==> src/hw/smq_pkg.sv <==
// constants and types shared by the status and message queue block
package smq_pkg;
  // clock and synchronisation delay
  localparam int unsigned CLK_HZ = 125_000_000;
  localparam int unsigned SYNC_DELAY_S = 2;
  localparam int unsigned SYNC_DELAY_CYC = SYNC_DELAY_S * CLK_HZ;
  localparam int TMR_W = 28;

  // queue sizes and widths
  localparam int IB_DEPTH = 100;
  localparam int OQ_DEPTH = 40;
  localparam int EQ_DEPTH = 10;
  localparam int BUF_DEPTH = 2;
  localparam int MSG_W = 16;
  localparam int KEY_W = 8;

  // event status register and enable mask bit positions
  localparam int ESR_PON = 7;
  localparam int ESR_CME = 5;
  localparam int ESR_EXE = 4;
  localparam int ESR_DDE = 3;
  localparam int ESR_QYE = 2;
  localparam int ESR_OPC = 0;
  localparam logic [7:0] ESE_MASK = 8'hbd;
  localparam logic [7:0] ESE_RST = 8'h00;
  localparam logic [7:0] ESR_RST = 8'h00;

  // status byte and service request enable
  localparam int STB_HW = 0;
  localparam int STB_MAV = 4;
  localparam int STB_ESB = 5;
  localparam int STB_MSS = 6;
  localparam logic [7:0] SRE_MASK = 8'h31;
  localparam logic [7:0] SRE_RST = 8'h00;

  // response and error words
  localparam logic [15:0] ERR_TOO_MANY = 16'hfea2;
  localparam logic [15:0] RSP_ONE = 16'h0031;
  localparam logic [15:0] RSP_NONE = 16'h0000;

  // parsed commands handed over by the parser
  typedef enum logic [3:0] {
    CMD_ESE_SET, CMD_ESE_Q, CMD_ESR_Q, CMD_SRE_SET, CMD_SRE_Q, CMD_STB_Q, CMD_OPC,
    CMD_OPC_Q, CMD_WAI, CMD_RST, CMD_KEY_Q, CMD_SIM_KEY, CMD_ERR_Q
  } smq_cmd_t;
endpackage

==> src/hw/smq_fifo.sv <==
// flip-flop fifo with flush and overwrite of the newest entry
`timescale 1ns/1ps
module smq_fifo #(
  parameter int W = 8,
  parameter int DEPTH = 2,
  parameter int CW = $clog2(DEPTH + 1)
) (
  // clock and reset
  input wire logic ref_clk,
  input wire logic reset_n,
  // control
  input wire logic flush,
  input wire logic ovw_valid,
  // fill side
  input wire logic wr_valid,
  input wire logic [W-1:0] wr_data,
  output logic wr_ready,
  // drain side
  output logic rd_valid,
  output logic [W-1:0] rd_data,
  input wire logic rd_ready,
  // fill level
  output logic [CW-1:0] count
);
  localparam int PW = (DEPTH > 1) ? $clog2(DEPTH) : 1;

  logic [W-1:0] mem_r [DEPTH];
  logic [PW-1:0] wr_ptr_r;
  logic [PW-1:0] rd_ptr_r;
  logic [CW-1:0] cnt_r;

  // handshake decode
  wire push = wr_valid & wr_ready;
  wire pop = rd_valid & rd_ready;
  wire ovw = ovw_valid & (cnt_r != '0) & ~flush;
  wire [PW-1:0] wr_ptr_inc = (wr_ptr_r == PW'(DEPTH - 1)) ? '0 : wr_ptr_r + 1'b1;
  wire [PW-1:0] rd_ptr_inc = (rd_ptr_r == PW'(DEPTH - 1)) ? '0 : rd_ptr_r + 1'b1;
  wire [PW-1:0] last_idx = (wr_ptr_r == '0) ? PW'(DEPTH - 1) : wr_ptr_r - 1'b1;

  assign wr_ready = (cnt_r != CW'(DEPTH));
  assign rd_valid = (cnt_r != '0);
  assign rd_data = mem_r[rd_ptr_r];
  assign count = cnt_r;

  // storage carries no reset; only pointers define contents
  always_ff @(posedge ref_clk) begin
    if (push && !flush) begin
      mem_r[wr_ptr_r] <= wr_data;
    end else if (ovw) begin
      mem_r[last_idx] <= wr_data;
    end
  end

  // pointers and count
  always_ff @(posedge ref_clk or negedge reset_n) begin
    if (!reset_n) begin
      wr_ptr_r <= '0;
      rd_ptr_r <= '0;
      cnt_r <= '0;
    end else if (flush) begin
      wr_ptr_r <= '0;
      rd_ptr_r <= '0;
      cnt_r <= '0;
    end else begin
      if (push) wr_ptr_r <= wr_ptr_inc;
      if (pop) rd_ptr_r <= rd_ptr_inc;
      cnt_r <= cnt_r + CW'(push) - CW'(pop);
    end
  end
endmodule

==> src/hw/smq_status_queues.sv <==
// status registers, event reporting and message queues of the remote interface
`timescale 1ns/1ps
module smq_status_queues #(
  parameter int unsigned DELAY_CYC = smq_pkg::SYNC_DELAY_CYC
) (
  // clock and reset
  input wire logic ref_clk,
  input wire logic reset_n,
  // program bytes from the bus interface
  input wire logic in_valid,
  input wire logic [7:0] in_byte,
  input wire logic in_eom,
  output logic in_ready,
  // program bytes to the parser
  output logic pb_valid,
  output logic [7:0] pb_byte,
  output logic pb_eom,
  input wire logic pb_ready,
  // parsed commands
  input wire logic cmd_valid,
  input wire smq_pkg::smq_cmd_t cmd_code,
  input wire logic [7:0] cmd_arg,
  output logic cmd_ready,
  // error and event reports
  input wire logic err_valid,
  input wire logic [15:0] err_code,
  input wire logic evt_cme,
  input wire logic evt_exe,
  input wire logic evt_dde,
  input wire logic evt_qye,
  input wire logic hw_fault_pin,
  // front panel keys
  input wire logic key_valid,
  input wire logic [7:0] key_code,
  output logic sim_key_valid,
  output logic [7:0] sim_key_code,
  // responses to the talker
  output logic rsp_valid,
  output logic [15:0] rsp_data,
  input wire logic rsp_ready,
  // status
  output logic [7:0] status_byte,
  output logic service_req
);
  typedef enum logic [1:0] {ST_IDLE, ST_OPC, ST_WAI} smq_state_t;

  smq_state_t state_r;
  smq_state_t state_nxt;
  logic opc_query_r;
  logic [smq_pkg::TMR_W-1:0] tmr_r;
  logic [7:0] ese_r;
  logic [7:0] sre_r;
  logic [7:0] esr_r;
  logic [7:0] esr_nxt;
  logic key_full_r;
  logic [7:0] key_r;
  logic after_term_r;
  logic hw_meta_r;
  logic hw_sync_r;
  logic [7:0] stb_r;
  logic srq_r;
  logic sim_valid_r;
  logic [7:0] sim_code_r;

  // fifo wiring
  logic [6:0] ib_cnt;
  logic [5:0] oq_cnt;
  logic [1:0] buf_cnt;
  logic [3:0] eq_cnt;
  logic oq_wr_ready;
  logic oq_rd_valid;
  logic [15:0] oq_rd_data;
  logic buf_wr_ready;
  logic eq_wr_ready;
  logic eq_rd_valid;
  logic [15:0] eq_rd_data;
  logic [15:0] oq_wdata;

  // input buffer ahead of the parser; back-pressure reaches the bus through in_ready
  smq_fifo #(.W(9), .DEPTH(smq_pkg::IB_DEPTH)) u_ibuf (
    .ref_clk(ref_clk), .reset_n(reset_n), .flush(1'b0), .ovw_valid(1'b0),
    .wr_valid(in_valid), .wr_data({in_eom, in_byte}), .wr_ready(in_ready),
    .rd_valid(pb_valid), .rd_data({pb_eom, pb_byte}), .rd_ready(pb_ready),
    .count(ib_cnt)
  );

  // a fresh message right after a terminator starts a new exchange
  wire in_take = in_valid & in_ready;
  wire new_msg = in_take & after_term_r;

  always_ff @(posedge ref_clk or negedge reset_n) begin
    if (!reset_n) begin
      after_term_r <= 1'b1;
    end else if (in_take) begin
      after_term_r <= in_eom;
    end
  end

  // command decode; a command is taken only when idle and the queue has room
  wire cmd_take = cmd_valid & cmd_ready;
  wire is_ese_q = cmd_take & (cmd_code == smq_pkg::CMD_ESE_Q);
  wire is_esr_q = cmd_take & (cmd_code == smq_pkg::CMD_ESR_Q);
  wire is_sre_q = cmd_take & (cmd_code == smq_pkg::CMD_SRE_Q);
  wire is_stb_q = cmd_take & (cmd_code == smq_pkg::CMD_STB_Q);
  wire is_key_q = cmd_take & (cmd_code == smq_pkg::CMD_KEY_Q);
  wire is_err_q = cmd_take & (cmd_code == smq_pkg::CMD_ERR_Q);
  wire is_rst = cmd_take & (cmd_code == smq_pkg::CMD_RST);
  wire is_sim = cmd_take & (cmd_code == smq_pkg::CMD_SIM_KEY);
  wire is_opc = cmd_take & ((cmd_code == smq_pkg::CMD_OPC) | (cmd_code == smq_pkg::CMD_OPC_Q));
  wire is_wai = cmd_take & (cmd_code == smq_pkg::CMD_WAI);
  wire tmr_zero = (tmr_r == '0);
  wire opc_done = (state_r == ST_OPC) & tmr_zero & (~opc_query_r | oq_wr_ready);
  wire opc_set = opc_done & ~opc_query_r;
  wire query_push = is_ese_q | is_esr_q | is_sre_q | is_stb_q | is_key_q | is_err_q;
  wire oq_push = query_push | (opc_done & opc_query_r);

  assign cmd_ready = (state_r == ST_IDLE) & oq_wr_ready;

  // response word selection
  assign oq_wdata = is_ese_q ? {8'h00, ese_r} :
                    is_esr_q ? {8'h00, esr_r} :
                    is_sre_q ? {8'h00, sre_r} :
                    is_stb_q ? {8'h00, stb_r} :
                    is_key_q ? (key_full_r ? {8'h00, key_r} : smq_pkg::RSP_NONE) :
                    is_err_q ? (eq_rd_valid ? eq_rd_data : smq_pkg::RSP_NONE) :
                    smq_pkg::RSP_ONE;

  // synchronisation state machine
  always_comb begin
    state_nxt = state_r;
    unique case (state_r)
      ST_IDLE: begin
        if (is_opc) state_nxt = ST_OPC;
        else if (is_wai) state_nxt = ST_WAI;
      end
      ST_OPC: begin
        if (opc_done) state_nxt = ST_IDLE;
      end
      ST_WAI: begin
        if (tmr_zero) state_nxt = ST_IDLE;
      end
      default: state_nxt = ST_IDLE; // the spare code of the two-bit state falls back to idle
    endcase
  end

  // the two-second count is loaded on entry and runs down to zero
  always_ff @(posedge ref_clk or negedge reset_n) begin
    if (!reset_n) begin
      state_r <= ST_IDLE;
      tmr_r <= '0;
      opc_query_r <= 1'b0;
    end else begin
      state_r <= state_nxt;
      if (is_opc | is_wai) begin
        tmr_r <= smq_pkg::TMR_W'(DELAY_CYC - 1);
        opc_query_r <= (cmd_code == smq_pkg::CMD_OPC_Q);
      end else if (!tmr_zero) begin
        tmr_r <= tmr_r - 1'b1;
      end
    end
  end

  // output queue then a two-entry buffer toward the talker
  smq_fifo #(.W(smq_pkg::MSG_W), .DEPTH(smq_pkg::OQ_DEPTH)) u_oq (
    .ref_clk(ref_clk), .reset_n(reset_n), .flush(new_msg), .ovw_valid(1'b0),
    .wr_valid(oq_push), .wr_data(oq_wdata), .wr_ready(oq_wr_ready),
    .rd_valid(oq_rd_valid), .rd_data(oq_rd_data), .rd_ready(buf_wr_ready),
    .count(oq_cnt)
  );

  smq_fifo #(.W(smq_pkg::MSG_W), .DEPTH(smq_pkg::BUF_DEPTH)) u_rbuf (
    .ref_clk(ref_clk), .reset_n(reset_n), .flush(new_msg), .ovw_valid(1'b0),
    .wr_valid(oq_rd_valid), .wr_data(oq_rd_data), .wr_ready(buf_wr_ready),
    .rd_valid(rsp_valid), .rd_data(rsp_data), .rd_ready(rsp_ready),
    .count(buf_cnt)
  );

  // error queue; when full the newest entry is overlaid instead of losing old ones
  wire eq_full = ~eq_wr_ready;
  smq_fifo #(.W(16), .DEPTH(smq_pkg::EQ_DEPTH)) u_eq (
    .ref_clk(ref_clk), .reset_n(reset_n), .flush(1'b0), .ovw_valid(err_valid & eq_full),
    .wr_valid(err_valid), .wr_data(eq_full ? smq_pkg::ERR_TOO_MANY : err_code), .wr_ready(eq_wr_ready),
    .rd_valid(eq_rd_valid), .rd_data(eq_rd_data), .rd_ready(is_err_q),
    .count(eq_cnt)
  );

  // enable registers keep only their defined bits
  always_ff @(posedge ref_clk or negedge reset_n) begin
    if (!reset_n) begin
      ese_r <= smq_pkg::ESE_RST;
      sre_r <= smq_pkg::SRE_RST;
    end else if (cmd_take) begin
      if (cmd_code == smq_pkg::CMD_ESE_SET) ese_r <= cmd_arg & smq_pkg::ESE_MASK;
      if (cmd_code == smq_pkg::CMD_SRE_SET) sre_r <= cmd_arg & smq_pkg::SRE_MASK;
    end
  end

  // event register: a new event in the read cycle survives the clear
  wire [7:0] esr_set = (8'(evt_cme) << smq_pkg::ESR_CME) | (8'(evt_exe) << smq_pkg::ESR_EXE) |
                       (8'(evt_dde) << smq_pkg::ESR_DDE) | (8'(evt_qye) << smq_pkg::ESR_QYE) |
                       (8'(opc_set) << smq_pkg::ESR_OPC);
  assign esr_nxt = (is_esr_q ? 8'h00 : esr_r) | esr_set;

  always_ff @(posedge ref_clk or negedge reset_n) begin
    if (!reset_n) begin
      esr_r <= smq_pkg::ESR_RST;
    end else begin
      esr_r <= esr_nxt;
    end
  end

  // hardware fault pin comes from outside, so two flops first
  always_ff @(posedge ref_clk or negedge reset_n) begin
    if (!reset_n) begin
      hw_meta_r <= 1'b0;
      hw_sync_r <= 1'b0;
    end else begin
      hw_meta_r <= hw_fault_pin;
      hw_sync_r <= hw_meta_r;
    end
  end

  // status byte assembly; summary excludes bit six itself
  wire mav = (oq_cnt != '0) | (buf_cnt != '0);
  wire esb = |(esr_r & ese_r);
  wire [7:0] stb_low = (8'(hw_sync_r) << smq_pkg::STB_HW) | (8'(mav) << smq_pkg::STB_MAV) |
                       (8'(esb) << smq_pkg::STB_ESB);
  wire mss = |(stb_low & sre_r);
  wire [7:0] stb_nxt = stb_low | (8'(mss) << smq_pkg::STB_MSS);

  // registered to keep the outputs glitch free; one cycle behind its sources
  always_ff @(posedge ref_clk or negedge reset_n) begin
    if (!reset_n) begin
      stb_r <= 8'h00;
      srq_r <= 1'b0;
    end else begin
      stb_r <= stb_nxt;
      srq_r <= mss;
    end
  end

  assign status_byte = stb_r;
  assign service_req = srq_r;

  // one-deep key queue; a press while full is dropped so the first key is kept,
  // but a press in the very cycle of a key query refills the emptied slot (set wins)
  always_ff @(posedge ref_clk or negedge reset_n) begin
    if (!reset_n) begin
      key_full_r <= 1'b0;
      key_r <= 8'h00;
    end else if (is_rst) begin
      key_full_r <= 1'b0;
    end else if (key_valid && (!key_full_r || is_key_q)) begin
      key_full_r <= 1'b1;
      key_r <= key_code;
    end else if (is_key_q) begin
      key_full_r <= 1'b0;
    end
  end

  // simulated keys go to the panel logic only, never into the key queue
  always_ff @(posedge ref_clk or negedge reset_n) begin
    if (!reset_n) begin
      sim_valid_r <= 1'b0;
      sim_code_r <= 8'h00;
    end else begin
      sim_valid_r <= is_sim;
      if (is_sim) sim_code_r <= cmd_arg;
    end
  end

  assign sim_key_valid = sim_valid_r;
  assign sim_key_code = sim_code_r;

  // checks
  AST_ESE_LAYOUT: assert property (@(posedge ref_clk) disable iff (!reset_n)
    (ese_r & ~smq_pkg::ESE_MASK) == 8'h00) else $error("enable mask holds an undefined bit");
  AST_ESE_QUERY_KEEP: assert property (@(posedge ref_clk) disable iff (!reset_n)
    is_ese_q |-> oq_wdata == {8'h00, ese_r} ##1 $stable(ese_r)) else $error("mask query altered mask");
  AST_IB_BOUND: assert property (@(posedge ref_clk) disable iff (!reset_n)
    ib_cnt == 7'd100 |-> !in_ready) else $error("input buffer accepts past 100 bytes");
  AST_OQ_BOUND: assert property (@(posedge ref_clk) disable iff (!reset_n)
    oq_cnt == 6'd40 |-> !cmd_ready) else $error("command taken with output queue full");
  AST_MAV: assert property (@(posedge ref_clk) disable iff (!reset_n)
    oq_push && !new_msg |=> ##1 status_byte[4]) else $error("message available not raised");
  AST_FLUSH: assert property (@(posedge ref_clk) disable iff (!reset_n)
    new_msg |=> (oq_cnt == 6'd0) && !rsp_valid ##1 !status_byte[4]) else $error("output not flushed");
  AST_EQ_BOUND: assert property (@(posedge ref_clk) disable iff (!reset_n)
    eq_cnt <= 4'd10) else $error("error queue above ten");
  AST_EQ_OVF: assert property (@(posedge ref_clk) disable iff (!reset_n)
    err_valid && eq_cnt == 4'd10 && !is_err_q |=> eq_cnt == 4'd10) else $error("overflow changed depth");
  AST_SIM_KEY: assert property (@(posedge ref_clk) disable iff (!reset_n)
    is_sim && !key_valid && !key_full_r |=> !key_full_r) else $error("simulated key entered queue");
  AST_KEY_EMPTY: assert property (@(posedge ref_clk) disable iff (!reset_n)
    is_key_q && !key_full_r |-> oq_wdata == 16'h0000) else $error("empty key query not zero");
  AST_KEY_RST: assert property (@(posedge ref_clk) disable iff (!reset_n)
    is_rst |=> !key_full_r) else $error("reset command left a key");
  AST_SEQ: assert property (@(posedge ref_clk) disable iff (!reset_n)
    !tmr_zero |-> !cmd_take) else $error("command taken while busy");
  AST_OPC_WAIT: assert property (@(posedge ref_clk) disable iff (!reset_n)
    $rose(esr_r[smq_pkg::ESR_OPC]) |-> $past(state_r) == ST_OPC && $past(tmr_zero)) else $error("early opc");
  AST_WAI_HOLD: assert property (@(posedge ref_clk) disable iff (!reset_n)
    is_wai |=> !cmd_ready [*2]) else $error("wait released too soon");
  AST_ESR_CLR: assert property (@(posedge ref_clk) disable iff (!reset_n)
    is_esr_q && esr_set == 8'h00 |=> esr_r == 8'h00) else $error("event register not cleared");
  AST_ESB: assert property (@(posedge ref_clk) disable iff (!reset_n)
    esr_r[4] && ese_r[4] |=> status_byte[5]) else $error("summary bit missing");
endmodule

==> config.mk <==
export PLATFORM = sky130hd
export DESIGN_NAME = smq_status_queues
export DESIGN_NICKNAME = d
export VERILOG_FILES = /design/src/hw/smq_pkg.sv /design/src/hw/smq_fifo.sv /design/src/hw/smq_status_queues.sv
export SDC_FILE = /design/constraint.sdc
export NUM_CORES = 2
export LEC_CHECK = 0
export ABC_AREA = 1
export BUFFER_PORTS_ARGS = -buffer_cell sky130_fd_sc_hd__buf_4
export CAP_MARGIN = 20
export CORE_MARGIN = 5
export CORE_UTILIZATION = 35
export DETAILED_ROUTE_END_ITERATION = 10
export GPL_ROUTABILITY_DRIVEN = 0
export HOLD_SLACK_MARGIN = 0.12
export SKIP_LAST_GASP = 1
export SLEW_MARGIN = 20
export SYNTH_ARGS = -nofsm -noshare
export SYNTH_HDL_FRONTEND = slang
export SYNTH_SLANG_ARGS = --single-unit
export TNS_END_PERCENT = 10
==> constraint.sdc <==
create_clock -name ref_clk -period 5.3 [get_ports ref_clk]
set_input_delay 1.325 -clock ref_clk [delete_from_list [all_inputs] [get_ports ref_clk]]
set_output_delay 1.325 -clock ref_clk [all_outputs]
set_load 0.005 [all_outputs]
; ---- Word level (Yosys, flattened, before mapping)
; Memories as Yosys holds them, arrays and structs flattened.
; Cells that the tools add are included.
[word_totals]
mem_bits_ro = 0
ff_bits = 132
ram_bits = 1732
latch_bits = 0
word_cells = 204
n_memories = 4
in_bits = 58
output_inout_bits = 47
[op_classes]
magnitude_cmp = 0
bitwise_logic = 49
multipliers = 0
shifts = 0
reduce_logical = 25
n_mux = 53
div_mod_pow = 0
n_addsub = 18
eq_ne = 28
[memory_table]
columns = memory, words, word_bits, read_ports, rd_ports_with_merged_regs, write_ports, line
row1 = u_ibuf.mem_r, 100, 9, 1, 0, 1, smq_fifo.sv:27  ; logic [W-1:0] mem_r [DEPTH];
row2 = u_oq.mem_r, 40, 16, 1, 0, 1, smq_fifo.sv:27
row3 = u_eq.mem_r, 10, 16, 1, 0, 1, smq_fifo.sv:27
row4 = u_rbuf.mem_r, 2, 16, 1, 0, 1, smq_fifo.sv:27
[op_table]
columns = cell, count
row1 = two-way mux 16 bit, 9
row2 = two-way mux 28 bit, 2
row3 = two-way mux 6 bit, 7
row4 = "equality test 4 bit, second input constant", 7
row5 = zero test 28 bit, 1
row6 = "subtractor 28 x 1 -> 28 bit, second input constant", 1
row7 = AND 1 bit, 26
row8 = two-way mux 1 bit, 21
row9 = "equality test 4 x 3 -> 1 bit, second input constant", 4
row10 = two-way mux 4 bit, 4
row11 = two-way mux 8 bit, 2
row12 = OR reduction 16 bit, 1
row13 = OR reduction 8 bit, 2
row14 = "adder 7 x 1 -> 7 bit, second input constant", 2
row15 = "equality test 7 bit, second input constant", 2
row16 = two-way mux 7 bit, 2
row17 = "adder 6 x 1 -> 6 bit, second input constant", 2
row18 = "equality test 6 bit, second input constant", 2
row19 = two-way mux 2 bit, 5
row20 = OR 1 bit, 10
row21 = "adder 4 x 1 -> 4 bit, second input constant", 2
row22 = AND 8 bit, 1
row23 = "equality test 4 x 2 -> 1 bit, second input constant", 2
row24 = zero test 4 bit, 2
row25 = 41 further kinds, 54

; ---- Logic depth before layout (Yosys ltp)
[depth]
word_depth = 14
depth_mapped = 18
depth_no_buf = 16

; ---- Hierarchy
; From an unflattened synthesis, not the netlist that was laid out.
[unflattened]
hier_cells = 7309
hier_area_um2 = 79597.6
[modules_own_cells]
columns = module, seq_area_each_um2, area_per_inst_um2, cells_per_inst, n_inst
row1 = smq_fifo (u_ibuf), 27551.4, 39218.9, 3640, 1
row2 = smq_fifo (u_oq), 19668.9, 27383.8, 2357, 1
row3 = smq_fifo (u_eq), 5104.9, 7270.7, 615, 1
row4 = smq_status_queues, 1752.9, 4259.1, 570, 1
row5 = smq_fifo (u_rbuf), 1061.0, 1465.2, 127, 1

; ---- Least setup slack after synthesis
; No wires, ideal clock.
[synth_timing]
kind = input port to flip-flop
from = input port cmd_valid
to = memory u_oq.mem_r[0][7], data pin
path_stages = 6
slack_ns = 1.120
required_time_ns = 4.784
arrival_time_ns = 3.664
path_cell_list = nand3_2 -> inv_4 -> nand2_1 -> nor2_2 -> a21oi_1 -> o21ai_0
[synth_between]
elab_chain_cells = 8
elab_cells_between_ends = 13
[synth_lines]
columns = item, line
row1 = "start, declared", smq_status_queues.sv:20  ; input wire logic cmd_valid,
row2 = AND 1 bit *, smq_status_queues.sv:100  ; wire cmd_take = cmd_valid & cmd_ready;
row3 = AND 1 bit, smq_status_queues.sv:106  ; wire is_err_q = cmd_take & (cmd_code == smq_pkg::CMD_ERR_Q);
row4 = two-way mux 16 bit, smq_status_queues.sv:125  ; is_err_q ? (eq_rd_valid ? eq_rd_data : smq_pkg::RSP_NONE) :
row5 = two-way mux 16 bit, smq_status_queues.sv:124  ; is_key_q ? (key_full_r ? {8'h00, key_r} : smq_pkg::RSP_NONE) :
row6 = two-way mux 16 bit, smq_status_queues.sv:123  ; is_stb_q ? {8'h00, stb_r} :
row7 = two-way mux 16 bit, smq_status_queues.sv:122  ; is_sre_q ? {8'h00, sre_r} :
row8 = two-way mux 16 bit, smq_status_queues.sv:121  ; is_esr_q ? {8'h00, esr_r} :
row9 = two-way mux 16 bit *, smq_status_queues.sv:120  ; assign oq_wdata = is_ese_q ? {8'h00, ese_r} :
row10 = via oq_wdata[7], smq_status_queues.sv:77  ; logic [15:0] oq_wdata;
row11 = "end, declared", smq_fifo.sv:27
; The timed path passes the listed nets; every way through them passes the cells marked *.

; ---- Final worst setup path
[layout_timing]
from = register u_ibuf.rd_ptr_r[0]
to = output port pb_byte[2]
[layout_between]
elab_chain_cells = 1
[layout_lines]
columns = item, line
row1 = "start, declared", smq_fifo.sv:29  ; logic [PW-1:0] rd_ptr_r;
row2 = "start signal, assigned", smq_fifo.sv:66  ; if (pop) rd_ptr_r <= rd_ptr_inc;
row3 = memory (100 x 9 bit), -
row4 = "end, declared", smq_status_queues.sv:16  ; output logic [7:0] pb_byte,
; No other way between the ends.

==> results.cfg <==
[yosys]
syn_avg_cell_area_um2 = 11.4
yosys_warnings = 0
synth_ff_type = edfxtp_1
synth_cell_types = 53
ys_async_sr_fraction = 0.0673
netlist_instances = 6764
synth_edf_count = 1732
synth_area_um2 = 77300
ys_seq_area_frac = 0.714
ys_seq_elements = 1857

[clock_network]
numCtsBuffers = 190
clock-sinks = 1857
cts_tree = built
htree_levels = 4
cts_hold_buf = 0
max-clock-path-buffers = 3
insertion_delay_ns = 0.83
cts-root-buf = clkbuf_16
cts.reportedPaths.clkPinSlew_ns = 0.06

[timing]
fmax_ghz = 0.195
finalHoldViolCount = 0
period_needed_ns = 5.12
max_slew_margin = 0.270
fin_ws_ns = 0.179
setup_tns_ns = 0
fin_worst_skew_ns = 0.0341
finalSetupViolCount = 0
rsz0062_at_grt = yes
drv_slew = 0
period_share = 0.966
tightest_slew_ns = 1.09

[floorplan]
die_w_um = 480
placementRows = 172
start_util = 0.352
core_area_um2 = 220000
chipHeight_um = 480
io_pins = 105
die_area_um2 = 230000

[detailed_routing]
post_drt_wl_per_cell_um = 20.5
routed-via-count = 50900
wl_um = 205000
drtAntennaViolNets = 0
firstDrtPassIters = 6
drc = 0
viasPerCell = 5.10
drt_iter0_drc = 5080

[setup_path]
crit_chain = buf_4, buf_12, nor2_1, nor2_1, o21ai_0, nand3_1, nand3_1, nand2_1, nand2_1, nand2_1, inv_1, nand2_1, nand2_1, nand2_1, buf_4
crit_path_top_delay_cell = dfrtp_4
cp-start-kind = flip-flop
critical_path_class = flip-flop to output port
critPathCaptureType = output port
path_max_fanout = 88
worstPathRequired_ns = 3.97
crit_path_max_incr_delay_ns = 0.73
cpMostUsedCell = nand2_1
cp_data_arrival_time_ns = 3.80

[pwr]
total_power_mw = 43.4
sw_frac_of_total = 0.346
power_switching_mw = 15.0
power_density_nw_per_um2 = 494
vdd_drop_max_mv = 0.461
seqPwrFrac = 0.405
clkPwrFrac = 0.312
power.internal_mw = 28.4
comb_power_share = 0.284
p_leak_nw = 32.0

[cells_and_area]
layout-drive-gt1-share = 0.0938
fill_cells = 20600
regArea_um2 = 55200
multi_input_area_um2 = 19200
finalNonFillerCells = 9994
area_growth_pct = 13.9
utilization = 0.400
nets = 6965

[grt]
overflow = 0
grt_pass1_wl_um = 308000
grt_max_degree = 175
grt_pass1_vias = 49500
antenna_found_initial = 4
grt.total_usage = 0.173

[flow_run]
drv_cap = 0

[placed_design]
place_inst = 9636
dp_hpwl_um = 119000
dp_slack_ns = 0.995
port_buffers = 100

[worst_hold_path]
min_path_type = flip-flop to flip-flop

[run_status]
status = completed
[layer usage]
metal | GRT usage | vias up | part of all wire
li1 | - | 23700 | -
met3 | 0.0265 | 341 | 0.067
met2 | 0.284 | 1880 | 0.48
met4 | 0.0599 | 0 | 0.033
met5 | 0 | - | 0
met1 | 0.235 | 25100 | 0.42
[sequential cells by signal (all words and copies together), names as in the netlist, 7 cells and up]
signal,count
u_ibuf.mem_r,900
u_oq.mem_r,640
u_eq.mem_r,160
u_rbuf.mem_r,32
tmr_r,28
key_r,8
sim_key_code,8
u_ibuf.count,7
u_ibuf.rd_ptr_r,7
u_ibuf.wr_ptr_r,7
[synth_stat cells (16+ instances only)]
| cell type | instances | area [um^2] |
|---|---|---|
| o22ai_1 | 104 | 651 |
| nor3_1 | 41 | 205 |
| o21ai_1 | 58 | 290 |
| a21oi_1 | 130 | 651 |
| o211ai_1 | 38 | 285 |
| nand2_1 | 1450 | 5440 |
| buf_4 | 26 | 195 |
| nand4_1 | 27 | 169 |
| nand3_1 | 386 | 1930 |
| a21boi_0 | 64 | 480 |
| nor2_1 | 1054 | 3960 |
| o21ai_0 | 635 | 3180 |
| buf_1 | 34 | 128 |
| clkbuf_1 | 172 | 646 |
| inv_1 | 337 | 1260 |
| or2_2 | 30 | 188 |
| ha_1 | 34 | 425 |
| xor2_1 | 26 | 228 |
| buf_2 | 117 | 586 |
| edfxtp_1 | 1732 | 52000 |
| dfrtp_1 | 124 | 3100 |
| mux2_2 | 16 | 180 |
[metrics by stage]
stage                     hold slack [ns]  instance area, um^2
final                               0.351                88000
after global routing                0.358                88000
after global placement              0.333                81600
after CTS                           0.351                88000
after floorplan                     0.331                77300
after detailed placement            0.338                81600
[cells in the final DEF (no fill, tap or decap), types with 30 or more instances in the layout]
master,synthesis,layout
buf_4,26,264
o22ai_1,104,104
ha_1,34,34
clkinv_1,7,42
nor3_1,41,37
nand2_1,1450,1447
clkinv_2,0,44
o211ai_1,38,38
a21oi_1,130,120
clkbuf_1,172,46
o21ai_0,635,634
or2_2,30,30
o21ai_1,58,58
nand3_1,386,383
a21boi_0,64,64
nor2_1,1054,1053
edfxtp_1,1732,1732
clkbuf_16,0,191
dfrtp_1,124,118
inv_1,337,336
[cell type report]
cell class,count,area share
clock inverters,115,0.0147
repair buffers,275,0.0249
well taps,2958,0.0421
clock buffers,242,0.0571
multi-input cells,4193,0.219
diodes,1,0.0000284
flip-flops and latches,1857,0.627
inverters,353,0.0154
[path summary, 6_finish.rpt]
check | endpoint | slack, ns | cells past startpoint | startpoint
min | hw_sync_r | 0.35 | 0 | hw_meta_r
max in group asynchronous | u_ibuf.rd_ptr_r[0] | 3.74 | 2 | reset_n
max | pb_byte[2] | 0.18 | 15 | u_ibuf.rd_ptr_r[0]
min reg2reg | hw_sync_r | 0.35 | 0 | hw_meta_r
max reg2reg | u_ibuf.mem_r[81][5] | 1.49 | 7 | u_ibuf.count[3]
min in group asynchronous | sim_key_code[6] | 0.54 | 1 | reset_n
[worst max-delay path, delay by kind of cell (launching register included)]
| family | cells | cell delay [ns] |
|---|---|---|
| and+or+nand+nor | 10 | 1.06 |
| buffers and inverters | 4 | 0.89 |
| AOI/OAI and AO/OA | 1 | 0.17 |
| DFF | 1 | 0.73 |
[power by group through the flow]
stage          Sequential, mW  Combinational [mW]  Clock, mW
2_1_floorplan            17.6                8.01          0
3_3_place_gp             17.8                12.2          0
3_5_place_dp             17.9                12.3          0
4_1_cts                  17.6                12.3       13.8
5_1_grt                  17.6                13.7       14.4
6_report                 17.6                12.3       13.5
[cells by family (layout without fill, tap and decap cells)]
logic type | count (synthesis) | after routing | share of synthesized area
other | 1 | 5 | 0.0000485
flip-flops | 1857 | 1857 | 0.714
XOR/XNOR | 32 | 32 | 0.00363
multiplexers | 16 | 16 | 0.00233
buffers and inverters | 717 | 985 | 0.0395
AND/OR/NAND/NOR | 3032 | 3032 | 0.158
AO/OA/AOI/OAI | 1072 | 1072 | 0.0760
adder cells (fa/ha/maj) | 37 | 37 | 0.00628
[what timing repair did]
item | 4_1_cts | 5_1_grt
buffers inserted | 0 | 0
setup endpoints to repair | 0 | 9
gates resized for setup | 0 | 2
(Power assumes the default switching activity.)
